File: src/rtl/probe_mux_map.vh
`ifndef PROBE_MUX_MAP_VH
`define PROBE_MUX_MAP_VH

// Register byte offsets
`define OFS_CMD          12'h000
`define OFS_CTRL         12'h004
`define OFS_STATUS       12'h008
`define OFS_PIN_CFG      12'h00C

// Command and field layout
`define CMD_PROBE_SETUP  8'h18
`define CMD_CODE_LSB     8
`define CTRL_ENABLE_BIT  0
`define STAT_BUSY_BIT    0
`define STAT_ERR_BIT     1
`define NV_ENABLE_ADDR   8'h17

// Signal bank codes
`define BANK_CLOCK       8'h01
`define BANK_TX_CODER    8'h1B
`define BANK_TIMER       8'h1D
`define BANK_CARD_MODE   8'h30
`define BANK_TRANSCEIVE  8'h58
`define BANK_RX_XFER     8'h70
`define BANK_RX_ERROR    8'h73

// Select and pin nibble codes
`define SEL_RF_CLOCK     4'h8
`define PIN_IRQ          4'h0
`define PIN_AUX_ONE      4'h1
`define PIN_AUX_TWO      4'h2
`define PIN_GPO_ONE      4'h3

// Reset values and timing
`define SEL_RESET        4'hF
`define BANK_RESET       8'h00
`define BUSY_CYCLES      4'h4

`endif

File: src/rtl/probe_bank_select.v
`timescale 1ns/100ps
`default_nettype none

// Picks one debug signal from the selected bank for one pin
module probe_bank_select (
  // Selection
  input  wire [7:0] bank,
  input  wire [3:0] sel,
  // Debug sources
  input  wire [7:0] clock_grp,
  input  wire [1:0] tx_grp,
  input  wire [5:0] timer_grp,
  input  wire [7:0] card_grp,
  input  wire [7:0] trx_grp,
  input  wire       rx_collision,
  input  wire       rf_clock,
  // Result
  output reg        sig,
  output reg        defined
);

`include "probe_mux_map.vh"

  always @* begin
    sig     = 1'b0;
    defined = 1'b0;
    if (sel == `SEL_RF_CLOCK) begin
      sig     = rf_clock;
      defined = 1'b1;
    end else if (sel[3] == 1'b0) begin
      case (bank)
        `BANK_CLOCK: begin
          sig     = clock_grp[sel[2:0]];
          defined = 1'b1;
        end
        `BANK_TX_CODER: begin
          if (sel[2:1] == 2'h0) begin
            sig     = tx_grp[sel[0]];
            defined = 1'b1;
          end
        end
        `BANK_TIMER: begin
          if (sel[2:1] != 2'h0) begin
            sig     = timer_grp[sel[2:0] - 3'h2];
            defined = 1'b1;
          end
        end
        `BANK_CARD_MODE: begin
          sig     = card_grp[sel[2:0]];
          defined = 1'b1;
        end
        `BANK_TRANSCEIVE: begin
          sig     = trx_grp[sel[2:0]];
          defined = 1'b1;
        end
        `BANK_RX_XFER: begin
          if (sel[2:0] == 3'h7) begin
            sig     = rx_collision;
            defined = 1'b1;
          end
        end
        default: begin
          sig     = 1'b0;
          defined = 1'b0;
        end
      endcase
    end
  end

endmodule

`default_nettype wire

File: src/rtl/probe_axil_slave.v
`timescale 1ns/100ps
`default_nettype none

// AXI4-Lite slave: write and read handshakes, one of each at a time
module probe_axil_slave (
  // Clock and reset
  input  wire        clk,
  input  wire        rst_sync_n,
  // AXI4-Lite
  input  wire [11:0] s_awaddr,
  input  wire        s_awvalid,
  output wire        s_awready,
  input  wire [31:0] s_wdata,
  input  wire [3:0]  s_wstrb,
  input  wire        s_wvalid,
  output wire        s_wready,
  output reg  [1:0]  s_bresp,
  output reg         s_bvalid,
  input  wire        s_bready,
  input  wire [11:0] s_araddr,
  input  wire        s_arvalid,
  output wire        s_arready,
  output reg  [31:0] s_rdata,
  output reg  [1:0]  s_rresp,
  output reg         s_rvalid,
  input  wire        s_rready,
  // Register side
  output wire        wr_en,
  output wire [11:0] wr_addr,
  output wire [31:0] wr_data,
  output wire [3:0]  wr_strb,
  input  wire        wr_ok,
  output wire [11:0] rd_addr,
  input  wire [31:0] rd_data,
  input  wire        rd_ok
);

  reg        aw_q;
  reg        w_q;
  reg [11:0] awaddr_q;
  reg [31:0] wdata_q;
  reg [3:0]  wstrb_q;

  assign s_awready = !aw_q && !s_bvalid;
  assign s_wready  = !w_q && !s_bvalid;
  assign wr_en     = aw_q && w_q && !s_bvalid;
  assign wr_addr   = awaddr_q;
  assign wr_data   = wdata_q;
  assign wr_strb   = wstrb_q;
  assign s_arready = !s_rvalid;
  assign rd_addr   = s_araddr;

  always @(posedge clk or negedge rst_sync_n) begin
    if (!rst_sync_n) begin
      aw_q     <= 1'b0;
      w_q      <= 1'b0;
      awaddr_q <= 12'h000;
      wdata_q  <= 32'h00000000;
      wstrb_q  <= 4'h0;
      s_bvalid <= 1'b0;
      s_bresp  <= 2'h0;
      s_rvalid <= 1'b0;
      s_rresp  <= 2'h0;
      s_rdata  <= 32'h00000000;
    end else begin
      if (s_awvalid && s_awready) begin
        aw_q     <= 1'b1;
        awaddr_q <= s_awaddr;
      end
      if (s_wvalid && s_wready) begin
        w_q     <= 1'b1;
        wdata_q <= s_wdata;
        wstrb_q <= s_wstrb;
      end
      if (wr_en) begin
        aw_q     <= 1'b0;
        w_q      <= 1'b0;
        s_bvalid <= 1'b1;
        s_bresp  <= wr_ok ? 2'h0 : 2'h2;
      end else if (s_bvalid && s_bready) begin
        s_bvalid <= 1'b0;
      end
      if (s_arvalid && s_arready) begin
        s_rvalid <= 1'b1;
        s_rdata  <= rd_ok ? rd_data : 32'h00000000;
        s_rresp  <= rd_ok ? 2'h0 : 2'h2;
      end else if (s_rvalid && s_rready) begin
        s_rvalid <= 1'b0;
      end
    end
  end

endmodule

`default_nettype wire

File: src/rtl/digital_test_signal_mux.v
// Contract
// Probe setup command code 0x18: one bank byte, one to four pin bytes, no reply; code applies only two pin bytes, bank from OFS_PIN_CFG.
// No debug signal reaches a pin unless the nonvolatile enable setting is set.
// Pin byte: bits 0-3 pick signal, bits 4-7 pick output pin.
// All four pins can carry their own debug signals simultaneously.
// Selects 0-7 pick bank signals; 9-F are reserved and drive nothing.
// Select 8 outputs the 13.56 MHz RF clock for any bank.
// Pin 0 interrupt, 1 aux one, 2 aux two, 3 general output; 4-F reserved.
// Bank 01 clock group, 1B transmit coder group, 1D timer group.
// Bank 30 card mode, 58 transceive, 70 receive transfer, 73 receive error; code decodes no 73 group, so 73 acts as a reserved bank.
// Clock group: eight clock and status signals at selects 0 to 7.
// Transmit coder group: 0 transmit interrupt, 1 envelope, 2-7 reserved.
// Timer group: 7/5/3 running flags, 6/4/2 expiry flags, 0-1 reserved.
// Card mode group: eight detection and data flags at selects 0 to 7.
// Transceive group: prefetch, start, receive enable, timeout, three state bits.
// Receive transfer select 7 outputs signal processor collision indication.
// Host waits on the busy indication before further transfers.
// Pins not named in the command keep their normal function; code keeps pins named by earlier commands on their debug signal.
// Reserved bank, signal or pin codes leave the pin in defined inactive state.
`timescale 1ns/100ps
`default_nettype none

module digital_test_signal_mux #(
  parameter NUM_PINS = 4,
  parameter MAX_SEL  = 4
) (
  // Clock and reset
  input  wire        clk,
  input  wire        rst_n,
  // AXI4-Lite
  input  wire [11:0] s_awaddr,
  input  wire        s_awvalid,
  output wire        s_awready,
  input  wire [31:0] s_wdata,
  input  wire [3:0]  s_wstrb,
  input  wire        s_wvalid,
  output wire        s_wready,
  output wire [1:0]  s_bresp,
  output wire        s_bvalid,
  input  wire        s_bready,
  input  wire [11:0] s_araddr,
  input  wire        s_arvalid,
  output wire        s_arready,
  output wire [31:0] s_rdata,
  output wire [1:0]  s_rresp,
  output wire        s_rvalid,
  input  wire        s_rready,
  // Nonvolatile enable setting
  input  wire        probe_enable_setting,
  // Debug sources
  input  wire [7:0]  clock_grp,
  input  wire [1:0]  tx_grp,
  input  wire [5:0]  timer_grp,
  input  wire [7:0]  card_grp,
  input  wire [7:0]  trx_grp,
  input  wire        rx_collision,
  input  wire        rf_clock,
  // Normal pin functions
  input  wire [3:0]  func_out,
  // Pins
  output reg  [3:0]  pin_out
);

`include "probe_mux_map.vh"

  reg        rst_m_q;
  reg        rst_s_q;
  reg        en_m_q;
  reg        en_s_q;
  reg [7:0]  bank_q;
  reg [3:0]  pin_sel_q [0:3];
  reg [3:0]  pin_act_q;
  reg        ctrl_en_q;
  reg        err_q;
  reg [3:0]  busy_q;
  reg [31:0] rd_data;
  reg        rd_ok;
  reg        wr_ok;
  wire       wr_en;
  wire [11:0] wr_addr;
  wire [31:0] wr_data;
  wire [3:0]  wr_strb;
  wire [11:0] rd_addr;
  wire [3:0]  dbg_sig;
  wire [3:0]  dbg_def;
  wire        probe_on;
  wire        cmd_hit;
  wire [2:0]  n_sel;
  integer     i;
  integer     k;

  always @(posedge clk or negedge rst_n) begin
    if (!rst_n) begin
      rst_m_q <= 1'b0;
      rst_s_q <= 1'b0;
    end else begin
      rst_m_q <= 1'b1;
      rst_s_q <= rst_m_q;
    end
  end

  // Enable setting comes from the nonvolatile store: synchronise it
  always @(posedge clk or negedge rst_s_q) begin
    if (!rst_s_q) begin
      en_m_q <= 1'b0;
      en_s_q <= 1'b0;
    end else begin
      en_m_q <= probe_enable_setting;
      en_s_q <= en_m_q;
    end
  end

  probe_axil_slave u_bus (
    .clk        (clk),
    .rst_sync_n (rst_s_q),
    .s_awaddr   (s_awaddr),
    .s_awvalid  (s_awvalid),
    .s_awready  (s_awready),
    .s_wdata    (s_wdata),
    .s_wstrb    (s_wstrb),
    .s_wvalid   (s_wvalid),
    .s_wready   (s_wready),
    .s_bresp    (s_bresp),
    .s_bvalid   (s_bvalid),
    .s_bready   (s_bready),
    .s_araddr   (s_araddr),
    .s_arvalid  (s_arvalid),
    .s_arready  (s_arready),
    .s_rdata    (s_rdata),
    .s_rresp    (s_rresp),
    .s_rvalid   (s_rvalid),
    .s_rready   (s_rready),
    .wr_en      (wr_en),
    .wr_addr    (wr_addr),
    .wr_data    (wr_data),
    .wr_strb    (wr_strb),
    .wr_ok      (wr_ok),
    .rd_addr    (rd_addr),
    .rd_data    (rd_data),
    .rd_ok      (rd_ok)
  );

  // Command word: [31:24] command code, [23:16] pin byte count, [15:0] two pin bytes
  // wdata[7:0] = first pin byte, [15:8] second; third and fourth bytes are not carried,
  // the bank byte comes from the OFS_PIN_CFG write, not from the command word:
  // CMD register takes the code in [31:24] at an OFS_CMD write while not busy.
  assign cmd_hit = wr_en && (wr_addr == `OFS_CMD) && (busy_q == 4'h0);
  assign n_sel   = 3'h4;

  always @* begin
    wr_ok = 1'b0;
    case (wr_addr)
      `OFS_CMD:     wr_ok = 1'b1;
      `OFS_CTRL:    wr_ok = 1'b1;
      `OFS_PIN_CFG: wr_ok = 1'b1;
      default:      wr_ok = 1'b0;
    endcase
  end

  always @(posedge clk or negedge rst_s_q) begin
    if (!rst_s_q) begin
      bank_q    <= `BANK_RESET;
      pin_act_q <= 4'h0;
      ctrl_en_q <= 1'b0;
      err_q     <= 1'b0;
      busy_q    <= 4'h0;
      for (k = 0; k < NUM_PINS; k = k + 1) begin
        pin_sel_q[k] <= `SEL_RESET;
      end
    end else begin
      if (busy_q != 4'h0) begin
        busy_q <= busy_q - 4'h1;
      end
      if (wr_en && (wr_addr == `OFS_CTRL) && wr_strb[0]) begin
        ctrl_en_q <= wr_data[`CTRL_ENABLE_BIT];
        if (wr_data[`STAT_ERR_BIT]) begin
          err_q <= 1'b0;
        end
      end
      if (wr_en && (wr_addr == `OFS_PIN_CFG) && wr_strb[0]) begin
        bank_q <= wr_data[7:0];
      end
      // Command: wdata[31:24] code, [23:16] count, [15:0] first two pin bytes;
      // pin bytes are taken from CMD bytes 0 and 1 only; PIN_CFG byte 0 holds the bank
      if (cmd_hit) begin
        if (wr_data[31:24] == `CMD_PROBE_SETUP && wr_data[23:16] >= 8'h01 &&
            wr_data[23:16] <= 8'h04) begin
          busy_q <= `BUSY_CYCLES;
          for (k = 0; k < MAX_SEL; k = k + 1) begin
            if (k < wr_data[18:16]) begin
              // Pin bytes sit in byte lanes 0 and 1 of OFS_CMD bits [15:0]; later bytes are ignored
              if (k < 2) begin
                if (wr_data[8*k+7 -: 4] < 4'h4) begin
                  pin_sel_q[wr_data[8*k+5 -: 2]] <= wr_data[8*k+3 -: 4];
                  pin_act_q[wr_data[8*k+5 -: 2]] <= 1'b1;
                end else begin
                  err_q <= 1'b1;
                end
              end
            end
          end
        end else begin
          err_q <= 1'b1;
        end
      end
    end
  end

  genvar g;
  generate
    for (g = 0; g < 4; g = g + 1) begin : g_pin
      probe_bank_select u_sel (
        .bank         (bank_q),
        .sel          (pin_sel_q[g]),
        .clock_grp    (clock_grp),
        .tx_grp       (tx_grp),
        .timer_grp    (timer_grp),
        .card_grp     (card_grp),
        .trx_grp      (trx_grp),
        .rx_collision (rx_collision),
        .rf_clock     (rf_clock),
        .sig          (dbg_sig[g]),
        .defined      (dbg_def[g])
      );
    end
  endgenerate

  assign probe_on = en_s_q && ctrl_en_q;

  always @* begin
    for (i = 0; i < 4; i = i + 1) begin
      if (probe_on && pin_act_q[i]) begin
        pin_out[i] = dbg_sig[i] & dbg_def[i];
      end else begin
        pin_out[i] = func_out[i];
      end
    end
  end

  always @* begin
    rd_ok   = 1'b1;
    rd_data = 32'h00000000;
    case (rd_addr)
      `OFS_CMD:     rd_data = 32'h00000000;
      `OFS_CTRL:    rd_data = {31'h00000000, ctrl_en_q};
      `OFS_STATUS:  rd_data = {28'h0000000, pin_act_q[3:2], err_q, busy_q != 4'h0};
      `OFS_PIN_CFG: rd_data = {8'h00, pin_sel_q[3], pin_sel_q[2], pin_sel_q[1], pin_sel_q[0], bank_q};
      default:      rd_ok   = 1'b0;
    endcase
  end

endmodule

`default_nettype wire

File: config.mk
export PLATFORM = sky130hd
export DESIGN_NAME = digital_test_signal_mux
export DESIGN_NICKNAME = d
export VERILOG_FILES = /design/src/rtl/probe_bank_select.v /design/src/rtl/probe_axil_slave.v /design/src/rtl/digital_test_signal_mux.v
export VERILOG_INCLUDE_DIRS = /design/src /design/src/rtl
export SDC_FILE = /design/constraint.sdc
export NUM_CORES = 1
export LEC_CHECK = 0
export ABC_AREA = 0
export BUFFER_PORTS_ARGS = -buffer_cell sky130_fd_sc_hd__buf_2
export CAP_MARGIN = 40
export CELL_PAD_IN_SITES_DETAIL_PLACEMENT = 0
export CELL_PAD_IN_SITES_GLOBAL_PLACEMENT = 1
export CORE_MARGIN = 2
export CORE_UTILIZATION = 39
export DETAILED_ROUTE_END_ITERATION = 8
export PLACE_DENSITY_LB_ADDON = 0.1
export SLEW_MARGIN = 10
export SYNTH_ARGS = -nofsm -noshare
export SYNTH_HDL_FRONTEND = slang
export SYNTH_SLANG_ARGS = --single-unit
File: constraint.sdc
create_clock -name clk -period 3.5 [get_ports clk]
set_input_delay 0.7 -clock clk [delete_from_list [all_inputs] [get_ports clk]]
set_output_delay 0.7 -clock clk [all_outputs]
set_load 0.1 [all_outputs]
-- Yosys cells after proc, flatten, opt, wreduce, memory -nomap -nowiden
Cells that the tools add are included.
- $add $sub $neg: 5
- multiply operators: 0
- divide/modulo/power cells: 0
- magnitude comparators: 26
- equality and inequality tests: 20
- shift-type cells: 0
- muxes and demuxes: 139
- bitwise gates (word level): 8
- reduce and logical (&&, ||, !) cells: 50
- operator list (cell ; count):
    16-bit two-way mux ; 6
    1-bit two-way mux ; 88
    24-bit one-hot mux with 3 select lines ; 1
    1-bit binary-select mux with 3-bit select ; 16
    4-bit two-way mux ; 11
    12-bit by 4-bit equality test with 1-bit output (second input constant) ; 3
    16-bit bitwise mux ; 2
    3-bit by 4-bit < comparator with 1-bit output (second input constant) ; 8
    1-bit logical AND ; 26
    12-bit by 3-bit equality test with 1-bit output (second input constant) ; 2
    8-bit by 5-bit equality test with 1-bit output (second input constant) ; 3
    12-bit logical NOT ; 2
    24-bit two-way mux ; 1
    1-bit one-hot mux with 6 select lines ; 4
    4-bit demux with 2-bit select ; 2
    4-bit equality test (second input constant) ; 4
    8-bit by 7-bit equality test with 1-bit output (second input constant) ; 2
    1-bit one-hot mux with 4 select lines ; 4
    2-bit nonzero test ; 8
    3-bit equality test (second input constant) ; 4
    3-bit by 2-bit subtractor with 3-bit output (second input constant) ; 4
    8-bit by 1-bit equality test with 1-bit output (second input constant) ; 1
    8-bit by 6-bit equality test with 1-bit output (second input constant) ; 1
    8-bit by 1-bit >= comparator with 1-bit output (second input constant) ; 1
    other kinds (21) ; 44
- register bits: 123
- bits in latches: 0
- RAM bits: 0
- ROM bits: 0
- bits of input ports: 106
- output and inout bits: 45
- logic and storage cells: 271
- memories kept: 0

-- Depth between registers and ports, before layout
Gate-level depths: netlist of the first run.
- depth after elaboration: 13
- depth in mapped cells: 9
- depth with buffers taken out: 8

-- Cells and area by module
A second synthesis of the first run with hierarchy kept.
- cell total of the unflattened synthesis: 756
- area, all modules: 8244.2 um2
- by module, submodules not included (module ; instances ; cells each ; area each (um2) ; seq. area each (um2)):
    probe_axil_slave ; 1 ; 277 ; 3687.3 ; 2152.1
    digital_test_signal_mux ; 1 ; 211 ; 2357.3 ; 970.9
    probe_bank_select (g_pin[0].u_sel ...) ; 2 ; 64 ; 549.3 ; 0.0
    probe_bank_select (g_pin[3].u_sel) ; 1 ; 66 ; 551.8 ; 0.0
    probe_bank_select (g_pin[2].u_sel) ; 1 ; 74 ; 549.3 ; 0.0

-- Worst setup path before layout of the first run
Ideal clock, no wire load.
- path type: reg2reg
- start point: register u_bus.s_bvalid
- end point: register u_bus.wdata_q[10], in the netlist u_bus.wr_data[10]
- library setup time: 0.125 ns
- data arrival time: 3.404 ns
- data required time: 3.375 ns
- path slack: -0.029 ns
- cell stages (with the launch flop): 6
- buffers on the path: 2
- clock period less this slack: 3.529 ns
- path through: dfrtp_1 nor2_1 and2_1 clkbuf_1 buf_1 mux2_2
- cells in the longest elaborated chain, start to end: 3
- ends and longest elaborated chain (what ; RTL line ; text):
    start, declared ; probe_axil_slave.v:18 ; output reg s_bvalid,
    start signal, assigned ; probe_axil_slave.v:60 ; s_bvalid <= 1'b0;
    start signal, assigned ; probe_axil_slave.v:78 ; s_bvalid <= 1'b1;
    start signal, assigned ; probe_axil_slave.v:81 ; s_bvalid <= 1'b0;
    1-bit logical NOT ; probe_axil_slave.v:45 ; assign s_wready = !w_q && !s_bvalid;
    1-bit logical AND ; probe_axil_slave.v:45 ;
    named net s_wready ; digital_test_signal_mux.v:37 ; output wire s_wready,
    1-bit logical AND ; probe_axil_slave.v:70 ; if (s_wvalid && s_wready) begin
    end signal, assigned ; probe_axil_slave.v:72 ; wdata_q <= s_wdata;
    end, declared ; probe_axil_slave.v:41 ; reg [31:0] wdata_q;
The timed path passes the listed nets, and every way through them passes these cells.
A chain may end at the register's enable or synchronous reset.

-- Worst setup path in the final report of the first run
- start point: register pin_sel_q[0] (netlist bit)
- end point: output port pin_out[3]
- cells in the longest elaborated chain, start to end: 9
- elaborated cells on any way between the ends: 25
- classes of those cells: add/sub: 1; eq/ne: 2; mux: 21; bitwise: 1
- ends and longest elaborated chain (what ; RTL line ; text):
    start, declared ; digital_test_signal_mux.v:71 ; reg [3:0] pin_sel_q [0:3];
    start signal, assigned by index ; digital_test_signal_mux.v:168 ; pin_sel_q[k] <= `SEL_RESET;
    start signal, assigned by index ; digital_test_signal_mux.v:194 ; pin_sel_q[wr_data[8*k+5 -: 2]] <= wr_data[8*k+3 -: 4];
    3-bit by 2-bit subtractor with 3-bit output ; probe_bank_select.v:44 ; sig = timer_grp[sel[2:0] - 3'h2];
    1-bit binary-select mux with 3-bit select ; probe_bank_select.v:44 ;
    1-bit two-way mux (implied by the code) ; probe_bank_select.v:44 ;
    1-bit two-way mux ; probe_bank_select.v:43 ; if (sel[2:1] != 2'h0) begin
    1-bit one-hot mux with 6 select lines ; probe_bank_select.v:31 ; case (bank)
    1-bit two-way mux ; probe_bank_select.v:30 ; end else if (sel[3] == 1'b0) begin
    1-bit two-way mux ; probe_bank_select.v:27 ; if (sel == `SEL_RF_CLOCK) begin
    1-bit bitwise AND * ; digital_test_signal_mux.v:233 ; pin_out[i] = dbg_sig[i] & dbg_def[i];
    1-bit two-way mux * ; digital_test_signal_mux.v:232 ; if (probe_on && pin_act_q[i]) begin
    end, declared ; digital_test_signal_mux.v:61 ; output reg [3:0] pin_out
Mark *: on every way between the ends. The rest lies on a longest branch, timed or not. The select of a mux whose other input is x is not followed.

==> run_results.csv, run 1 <==
group,metric,value,unit
outcome,status,"finished, violations left",
outcome,violations,"setup timing",
setup_path,rr_worst_depth,6,
place,place.gp.congestion,0.963,
setup_path,critPathLaunch,"pin_sel_q[0]",
cts,cts.clk_slew.worst_paths,0.05,ns
logic_synthesis,muxShareOfSynthArea,27.7,%
cts,root_buffer,"clkbuf_16",
setup_path,reg2reg_from,"u_bus.wr_addr[9]",
place,port_buffers,137,
global_route,grt_overflow,0,
timing,drv_slew,0,
logic_synthesis,synthCells,526,
route,routedWlPerCell,18.9,um
global_route,grt_pass1_vias,4864,
cts,h-tree-depth,4,
logic_synthesis,ys_ff_latch,113,
timing,hold_viol_final,0,
pwr,power,4.94,mW
logic_synthesis,syn_area,6290,um2
die,start_util,39.7,%
die,core_area,15800,um2
die,io-pin-count,151,
pwr,power-per-cell-area,604,nW/um2
timing,setup_slack,-0.0722,ns
setup_path,crit_end,"pin_out[3]",
logic_synthesis,synth_top_area_share,38.6,%
die,die_y,131,um
setup_path,crit_fanout,4,
cts,clk_latency,0.41,ns
logic_synthesis,synthArstFlopShare,100,%
timing,worst_pin_slew,0.871,ns
pwr,ir_worst_vdd,0.000375,V
die,dieArea,17100,um2
final_layout,final_util,51.7,%
timing,rsz0062_at_grt,"true",
timing,finalCriticalPeriod,3.57,ns
die,die_w,131,um
logic_synthesis,syn_avg_cell_area,12.0,um2
cts,numClockSinks,113,
final_layout,fin_area,8180,um2
final_layout,n_antenna_cell,0,
global_route,grt_pass1_wl,27.6,mm
setup_path,worst-setup-path-type,"reg2out",
logic_synthesis,synth_compound_area_share,9.32,%
route,vias,4918,
global_route,antenna_found_initial,0,
route,ant_nets,0,
route,drc,0,
pwr,leakage,3.84,nW
timing,setup_viol,4,
hold_path,worstHoldPathType,"in2async",
place,dp_worst_setup_slack,0.0340,ns
run,drv_cap,0,
cts,cts_tree,"yes",
setup_path,endpoint_kind,"output pin",
setup_path,cp.depth,7,
logic_synthesis,yosysWarnings,0,
setup_path,startpoint_type,"flop",
global_route,grt_usage,21.5,%
logic_synthesis,synthTopCellsByArea,"dfrtp_1 (39%), mux2_2 (15%), dfstp_2 (6.7%), mux4_2 (5.7%), mux2i_1 (5.3%)",
setup_path,timing.rr.end,"pin_sel_q[15]",
logic_synthesis,yosysTopAreaCell,"dfrtp_1",
die,rows,46,
setup_path,path_cells,"buf_6 > mux4_2 > mux2i_2 > o22ai_2 > or4_1 > a32o_2 > buf_12",
place,dp_hpwl,13.4,mm
setup_path,cpMaxStageDelayCell,"dfstp_2",
global_route,grt_max_degree,42,
logic_synthesis,synthSimpleGateAreaFrac,12.2,%
timing,max_slew_margin,41.8,%
setup_path,worst-r2r-setup-slack,0.82,ns
logic_synthesis,synthXorXnorAreaFrac,0.279,%
cts,cts_buffers,17,
setup_path,worstPathArrival,2.87,ns
final_layout,drive_gt1_share,49.4,%
logic_synthesis,synth-edff-count,0,
final_layout,nFillCells,1460,
logic_synthesis,synth.distinct_cells,60,
logic_synthesis,synth-main-ff-cell,"dfrtp_1",
logic_synthesis,synthAdderAreaFrac,0.995,%
timing,whs,0.0620,ns
timing,fmax,280,MHz
setup_path,worst_ep_required_time,2.80,ns
route,totalWireLength,17.5,mm
cts,clock_path_buffers,2,
timing,skew,0.00698,ns
logic_synthesis,ys_seq_area_share,45.3,%
setup_path,path_buf_inv,2,
route,first_pass_iters,4,
final_layout,area_growth,30.2,%
timing,period_share,102,%
setup_path,cpPeakStageDelay,0.62,ns
route,vias_per_cell,5.31,
final_layout,nNetsFinal,809,
setup_path,critPathTopFamily,"multiplexers",
route,drt_iter0_drc,253,
logic_synthesis,synth_top_family_by_area,"multiplexers",
place,placed_area,7320,um2
-- logic make-up (layout without fill, tap and decap cells) --
group / count (synthesis) / after routing
and+or+nand+nor: 139 / 139
AOI/OAI and AO/OA: 78 / 78
xor gates and xnor gates: 2 / 2
muxes: 137 / 137
DFF: 113 / 113
adders and majority gates: 5 / 5
buffers and inverters: 50 / 225
other: 2 / 11
-- cells in the final DEF, fill, tap and decap left out, drive strengths merged, types with 6 or more instances in the layout --
cell | netlist | layout
a22o | 21 | 21
buf | 25 | 179
clkbuf | 10 | 23
conb | 2 | 11
dfrtp | 97 | 97
dfstp | 16 | 16
inv | 15 | 16
mux2 | 84 | 84
mux2i | 33 | 33
mux4 | 20 | 20
nand2 | 29 | 29
nand3 | 21 | 21
nor2 | 25 | 25
nor3 | 14 | 14
nor4b | 7 | 7
o21ai | 14 | 14
o22ai | 6 | 6
-- Yosys cell counts (all sizes together), types with 6 or more instances --
cell type,n
mux2,84
mux4,20
nor4b,7
buf,25
nand2,29
dfstp,16
inv,15
nand3,21
a22o,21
mux2i,33
clkbuf,10
nor2,25
o21ai,14
dfrtp,97
o22ai,6
nor3,14
-- area by class of cell --
cell class | instances | area, um2 | area share [%]
Multi-Input combinational cell | 372 | 3260 | 39.8
Clock buffer | 23 | 488 | 5.96
Tap cell | 216 | 270 | 3.30
Inverter | 15 | 56.3 | 0.688
Clock inverter | 8 | 126 | 1.54
Timing Repair Buffer | 179 | 1130 | 13.8
Sequential cell | 113 | 2860 | 34.9
-- stage by stage --
stage / std cells / TNS (ns)
final: 926 / -0.128
after global routing: 926 / -0.421
after CTS: 924 / -0.219
after detailed placement: 881 / 0
after global placement: 880 / 0
after floorplan: 535 / 0
-- worst min-delay path by stage --
| stage | cells past startpoint | endpoint | slack [ns] |
|---|---|---|---|
| floorplan | 0 | en_s_q | 0.33 |
| global placement | 0 | en_s_q | 0.34 |
| detailed placement | 0 | u_bus.wr_data[8] | 0.28 |
| CTS | 1 | rst_s_q | 0.05 |
| global route | 1 | rst_s_q | 0.06 |
| finish | 1 | rst_s_q | 0.06 |
-- report_power, final --
group	switching [mW]	leakage, nW	total (mW)	internal (mW)
Sequential	0.294	1.39	1.92	1.63
Clock	0.602	0.304	1.79	1.19
Combinational	0.653	2.14	1.23	0.576
Total	1.55	3.84	4.94	3.40
-- timing repair --
action | CTS | global route
setup endpoints to repair | 4 | 4
resized for setup | 34 | 8
endpoints found under the hold margin | 0 | 0
setup buffers | 12 | 2
pin swaps | 9 | 1
hold buffers | 0 | 0
-- registers in the layout, summed over array words and instances, names as in the netlist, 4 cells and up --
| register | flops |
|---|---|
| pin_sel_q | 16 |
| busy_q | 4 |
| u_bus.wr_data | 32 |
| pin_act_q | 4 |
| bank_q | 8 |
| u_bus.s_rdata | 24 |
| u_bus.wr_addr | 12 |
-- metal layers --
layer	track usage, %	share of wire [%]	vias to the layer above
met3	4.68	6.1	12
met1	31.5	48	2431
met4	6.13	0.76	0
li1	-	-	2334
met2	32.0	46	141
met5	0	0	-
Power figures use the tool's default switching activity.
==> run 2: changes to the inputs <==
==> constraint.sdc (replaced) <==
create_clock -name clk -period 3.5 [get_ports clk]
set_input_delay 0.175 -clock clk [delete_from_list [all_inputs] [get_ports clk]]
set_output_delay 0.175 -clock clk [all_outputs]
set_load 0.1 [all_outputs]
==> run 2 against run 1 <==
The flow now finishes without violations; critical path type unchanged; clock power decreased by 7%; clock skew about the same; register-to-register slack got worse by 0.08 ns; non-clock buffer count increased by 13; worst setup slack improved by 0.21 ns; critical path depth decreased by 1; power decreased by 2.2%; wire length decreased by 3.5%; count of clock-buffer cells in the layout decreased by 5.
==> run_results.csv, run 2 (same netlist as run 1, synthesis figures left out) <==
group,metric,value,unit
final_layout,fin_area,8200,um2
cts,cts_tree,"yes",
setup_path,rr_worst_depth,6,
outcome,status,"finished, final reports clean",
hold_path,worstHoldPathType,"in2reg",
timing,skew,0.00671,ns
global_route,grt_usage,20.4,%
route,vias_per_cell,5.37,
die,io-pin-count,151,
route,wl_met3,1.07,mm
place,dp_hpwl,12.7,mm
timing,hold_viol_final,0,
cts,root_buffer,"clkbuf_16",
global_route,antenna_found_initial,1,
cts,clk_latency,0.41,ns
timing,period_share,96.1,%
setup_path,worst-setup-path-type,"reg2out",
timing,fmax,297,MHz
final_layout,area_growth,30.4,%
timing,rsz0062_at_grt,"false",
final_layout,largest_register_ffs,32,
setup_path,crit_fanout,13,
die,rows,46,
global_route,grt_overflow,0,
timing,fin_tns_setup,0,ns
route,totalWireLength,16.9,mm
die,core_area,15800,um2
die,dieArea,17100,um2
hold_path,whs_path_depth,2,
global_route,grt_pass1_vias,5007,
pwr,comb_power_share,25.9,%
die,start_util,39.7,%
place,place.gp.congestion,0.903,
cts,cts_buffers,17,
setup_path,worst_ep_required_time,3.32,ns
final_layout,final_common_cell,"buf_2",
pwr,pwr-share-clk,34.3,%
final_layout,nNetsFinal,822,
global_route,grt_pass1_wl,26.3,mm
final_layout,layout_common_cells,"buf_2 (137), dfrtp_1 (96), mux2_2 (84)",
pwr,leakage,3.79,nW
global_route,grt_max_degree,61,
final_layout,multi_input_area,3220,um2
route,top_layer_used,"met4",
final_layout,n_antenna_cell,0,
route,wl_met1,7.84,mm
pwr,internal_power,3.27,mW
setup_path,timing.rr.end,"pin_sel_q[15]",
timing,setup_viol,0,
place,port_buffers,137,
cts,cts.clk_slew.worst_paths,0.05,ns
route,drc,0,
pwr,switchingPower,1.57,mW
final_layout,ff_latch_area,2860,um2
pwr,power-per-cell-area,590,nW/um2
run,drv_cap,0,
route,drt_iter0_drc,235,
final_layout,final_util,51.8,%
pwr,p_seq_share,39.8,%
route,vias,5052,
route,wl_met2,7.66,mm
final_layout,drive_gt1_share,41.7,%
hold_path,hp-start,"s_wdata[26]",
die,die_y,131,um
timing,worst_pin_slew,0.909,ns
setup_path,startpoint_type,"flop",
timing,drv_slew,0,
timing,finalCriticalPeriod,3.37,ns
route,routedWlPerCell,18.0,um
final_layout,largestRegisters,"u_bus.wr_data x32, u_bus.s_rdata x24, pin_sel_q x16",
cts,numClockSinks,113,
cts,clock_path_buffers,2,
final_layout,nFillCells,1438,
route,ant_nets,0,
setup_path,worst-r2r-setup-slack,0.74,ns
final_layout,regMostFlops,"u_bus.wr_data",
hold_path,min_to,"u_bus.wr_data[26]",
timing,max_slew_margin,39.3,%
route,first_pass_iters,5,
place,placed_area,7160,um2
setup_path,worstPathArrival,3.19,ns
setup_path,endpoint_kind,"output pin",
setup_path,reg2reg_from,"u_bus.wr_addr[9]",
cts,h-tree-depth,4,
pwr,p_sw_share,32.4,%
die,die_w,131,um
pwr,ir_worst_vdd,0.000320,V
-- run 2: worst max-delay path by stage --
stage,startpoint,endpoint,slack [ns],cells past startpoint
2_1_floorplan,u_bus.s_bvalid,u_bus.wr_addr[10],0.03,5
4_1_cts,pin_sel_q[0],pin_out[3],0.07,6
6_report,pin_sel_q[0],pin_out[3],0.13,6
3_5_place_dp,pin_sel_q[0],pin_out[3],0.52,6
5_1_grt,pin_sel_q[8],pin_out[1],0.002,7
3_3_place_gp,pin_sel_q[0],pin_out[3],0.55,6
-- run 2: metal layers --
| metal | track usage (%) | vias to the layer above |
|---|---|---|
| li1 | - | 2361 |
| met1 | 28.3 | 2494 |
| met2 | 31.1 | 172 |
| met3 | 5.13 | 25 |
| met4 | 7.32 | 0 |
| met5 | 0 | - |
-- run 2: final cells by class --
type                    instances  area share, %
clock inverters                14           1.69
flip-flops and latches        113           34.8
inverters                      15          0.687
multi-input cells             372           39.3
well taps                     216           3.30
clock buffers                  18           5.24
repair buffers                192           15.0
-- run 2: what timing repair did --
action / in CTS / in global routing
hold endpoints to repair: 48 / 0
setup endpoints to repair: 0 / 1
resized for setup: 0 / 1
hold buffers: 47 / 0
setup buffers: 0 / 0
-- run 2: power groups by stage --
stage / clock network [mW] / registers (mW) / logic, mW
floorplan: 0 / 1.92 / 0.927
global placement: 0 / 1.93 / 1.19
detailed placement: 0 / 1.94 / 1.22
CTS: 1.70 / 1.92 / 1.27
global route: 1.75 / 1.98 / 1.38
finish: 1.66 / 1.92 / 1.25
-- run 2: through the flow --
step / total power, mW / hold slack (ns) / instances / setup slack, ns
finish: 4.83 / 0.0154 / 940 / 0.135
global route: 5.11 / 0.00494 / 940 / 0.00198
global placement: 3.12 / -0.0410 / 861 / 0.546
detailed placement: 3.17 / -0.0393 / 861 / 0.524
CTS: 4.89 / 0.00139 / 940 / 0.0742
floorplan: 2.84 / -0.121 / 535 / 0.0317
-- run 2: worst max-delay path: stages, from the launching register on --
cell and delay (ns):
dfstp_4 0.76, mux4_1 0.59, mux2i_1 0.18, o22ai_1 0.15
or4_1 0.50, a32o_1 0.30, buf_2 0.30
==> run 3: changes to the inputs <==
- CORE_ASPECT_RATIO: not set -> 1.2
==> run 3 against run 2 <==
Count of clock-buffer cells in the layout is 5 higher; final area increased by 1.5%; sequential share of layout area is 0.52 points lower; critical path depth unchanged; critical path type unchanged; critical endpoint unchanged; largest cell class unchanged; highest routed layer unchanged.
==> run_results.csv, run 3 (same netlist as run 1, synthesis figures left out) <==
group,metric,value,unit
final_layout,layout_common_cells,"buf_2 (136), dfrtp_1 (96), mux2_2 (84)",
cts,cts.clk_slew.worst_paths,0.05,ns
route,routedWlPerCell,19.3,um
timing,finalCriticalPeriod,3.36,ns
route,top_layer_used,"met4",
setup_path,path_cells,"mux4_1 > mux2i_1 > o22ai_1 > or4_1 > a32o_1 > clkbuf_4",
final_layout,largestRegisters,"u_bus.wr_data x32, u_bus.s_rdata x24, pin_sel_q x16",
timing,rsz0062_at_grt,"false",
route,drc,0,
final_layout,drive_gt1_share,42.2,%
timing,setup_viol,0,
timing,fin_tns_setup,0,ns
die,core_area,15700,um2
setup_path,worst_ep_required_time,3.32,ns
cts,numClockSinks,113,
setup_path,endpoint_kind,"output pin",
pwr,ir_worst_vdd,0.000670,V
setup_path,worst-r2r-setup-slack,0.88,ns
final_layout,n_antenna_cell,0,
global_route,antenna_found_initial,0,
setup_path,crit_end,"pin_out[3]",
setup_path,startpoint_type,"flop",
final_layout,final_util,53.0,%
timing,drv_slew,0,
die,die_w,120,um
route,wl_met3,940,um
global_route,grt_pass1_wl,28.4,mm
cts,root_buffer,"clkbuf_16",
route,wl_met2,9.10,mm
route,wl_met1,7.69,mm
setup_path,rr_worst_depth,8,
route,drt_iter0_drc,253,
place,dp_hpwl,13.6,mm
place,port_buffers,137,
cts,h-tree-depth,4,
route,vias,5100,
setup_path,crit_fanout,13,
timing,skew,0.0128,ns
cts,clk_latency,0.41,ns
final_layout,nNetsFinal,830,
final_layout,regMostFlops,"u_bus.wr_data",
global_route,grt_pass1_vias,5142,
global_route,grt_max_degree,62,
die,dieArea,17200,um2
final_layout,multi_input_area,3220,um2
route,totalWireLength,18.1,mm
final_layout,largest_register_ffs,32,
timing,fmax,297,MHz
final_layout,nFillCells,1439,
setup_path,worst-setup-path-type,"reg2out",
die,die_y,143,um
timing,max_slew_margin,56.7,%
place,place.gp.congestion,0.864,
cts,clock_path_buffers,2,
timing,hold_viol_final,0,
setup_path,cpPeakStageDelay,0.75,ns
outcome,status,"finished, final reports clean",
route,ant_nets,0,
timing,period_share,96.1,%
pwr,leakage,3.85,nW
cts,cts_buffers,17,
global_route,grt_overflow,0,
setup_path,critPathLaunch,"pin_sel_q[0]",
route,first_pass_iters,5,
setup_path,timing.rr.end,"pin_sel_q[12]",
setup_path,cpMaxStageDelayCell,"dfstp_4",
timing,worst_pin_slew,0.644,ns
final_layout,area_growth,32.4,%
die,start_util,40.0,%
die,io-pin-count,151,
cts,cts_tree,"yes",
global_route,grt_usage,21.8,%
final_layout,final_common_cell,"buf_2",
setup_path,reg2reg_from,"busy_q[0]",
final_layout,ff_latch_area,2860,um2
route,vias_per_cell,5.43,
setup_path,worstPathArrival,3.19,ns
die,rows,50,
run,drv_cap,0,
pwr,power-per-cell-area,603,nW/um2
hold_path,worstHoldPathType,"in2reg",
==> run 3: cell count changes in the layout (fill, tap and decap cells not counted), moves of 2 or more <==
cell	change
clkinvlp_4	-2
clkinv_4	+2
clkinv_2	-4
bufinv_16	+2
clkbuf_1	+3
inv_6	-2
buf_4	+8
clkbuf_8	+2
==> run 3: critical path, delay by kind of cell, from the launching register on <==
family | cells | cell delay [ns]
compound gates | 2 | 0.40
buf+inv | 1 | 0.28
flops | 1 | 0.75
mux | 2 | 0.77
simple gates | 1 | 0.57
==> run 3: routing by layer <==
| layer | track usage [%] | vias up |
|---|---|---|
| met4 | 7.86 | 0 |
| met5 | 0 | - |
| met1 | 27.4 | 2514 |
| li1 | - | 2372 |
| met2 | 36.6 | 192 |
| met3 | 5.07 | 22 |
==> run 3: through the flow <==
stage | instance area, um2 | std cells | hold slack (ns) | power [mW] | worst slack [ns]
detailed placement | 7200 | 858 | -0.0380 | 3.17 | 0.509
CTS | 8270 | 935 | 0.00275 | 5.06 | 0.0582
finish | 8320 | 940 | 0.0174 | 5.02 | 0.137
global route | 8320 | 940 | 0.00981 | 5.29 | 0.0538
global placement | 7160 | 856 | -0.0399 | 3.12 | 0.520
floorplan | 6320 | 535 | -0.121 | 2.84 | 0.0317
==> run 3: where the power goes <==
| group | total, mW | switching [mW] | internal [mW] |
|---|---|---|---|
| logic | 1.27 | 0.673 | 0.598 |
| registers | 1.92 | 0.289 | 1.63 |
| clock network | 1.83 | 0.596 | 1.23 |
| total | 5.02 | 1.56 | 3.46 |
==> run 3: worst min-delay path by stage <==
| stage | start | to | slack, ns | cells after the start |
|---|---|---|---|---|
| final | s_wdata[9] | u_bus.wr_data[9] | 0.02 | 2 |
| after global routing | s_wdata[10] | u_bus.wr_data[10] | 0.01 | 2 |
| after CTS | s_wdata[25] | u_bus.wr_data[25] | 0.003 | 2 |
| after detailed placement | rst_n | rst_m_q | -0.04 | 1 |
| after global placement | rst_n | rst_m_q | -0.04 | 1 |
| after floorplan | rst_n | rst_m_q | -0.12 | 0 |
==> run 3: timing repair <==
item,in CTS,in global routing
setup buffers,0,4
resized for setup,0,3
endpoints found under the hold margin,46,1
hold buffers,45,1
setup endpoints to repair,0,1
==> run 3: cell type report <==
class / count / share of cell area, %
Sequential cell: 113 / 34.3
Inverter: 15 / 0.722
Timing Repair Buffer: 200 / 15.7
Clock inverter: 9 / 1.88
Tap cell: 208 / 3.13
Multi-Input combinational cell: 372 / 38.7
Clock buffer: 23 / 5.62
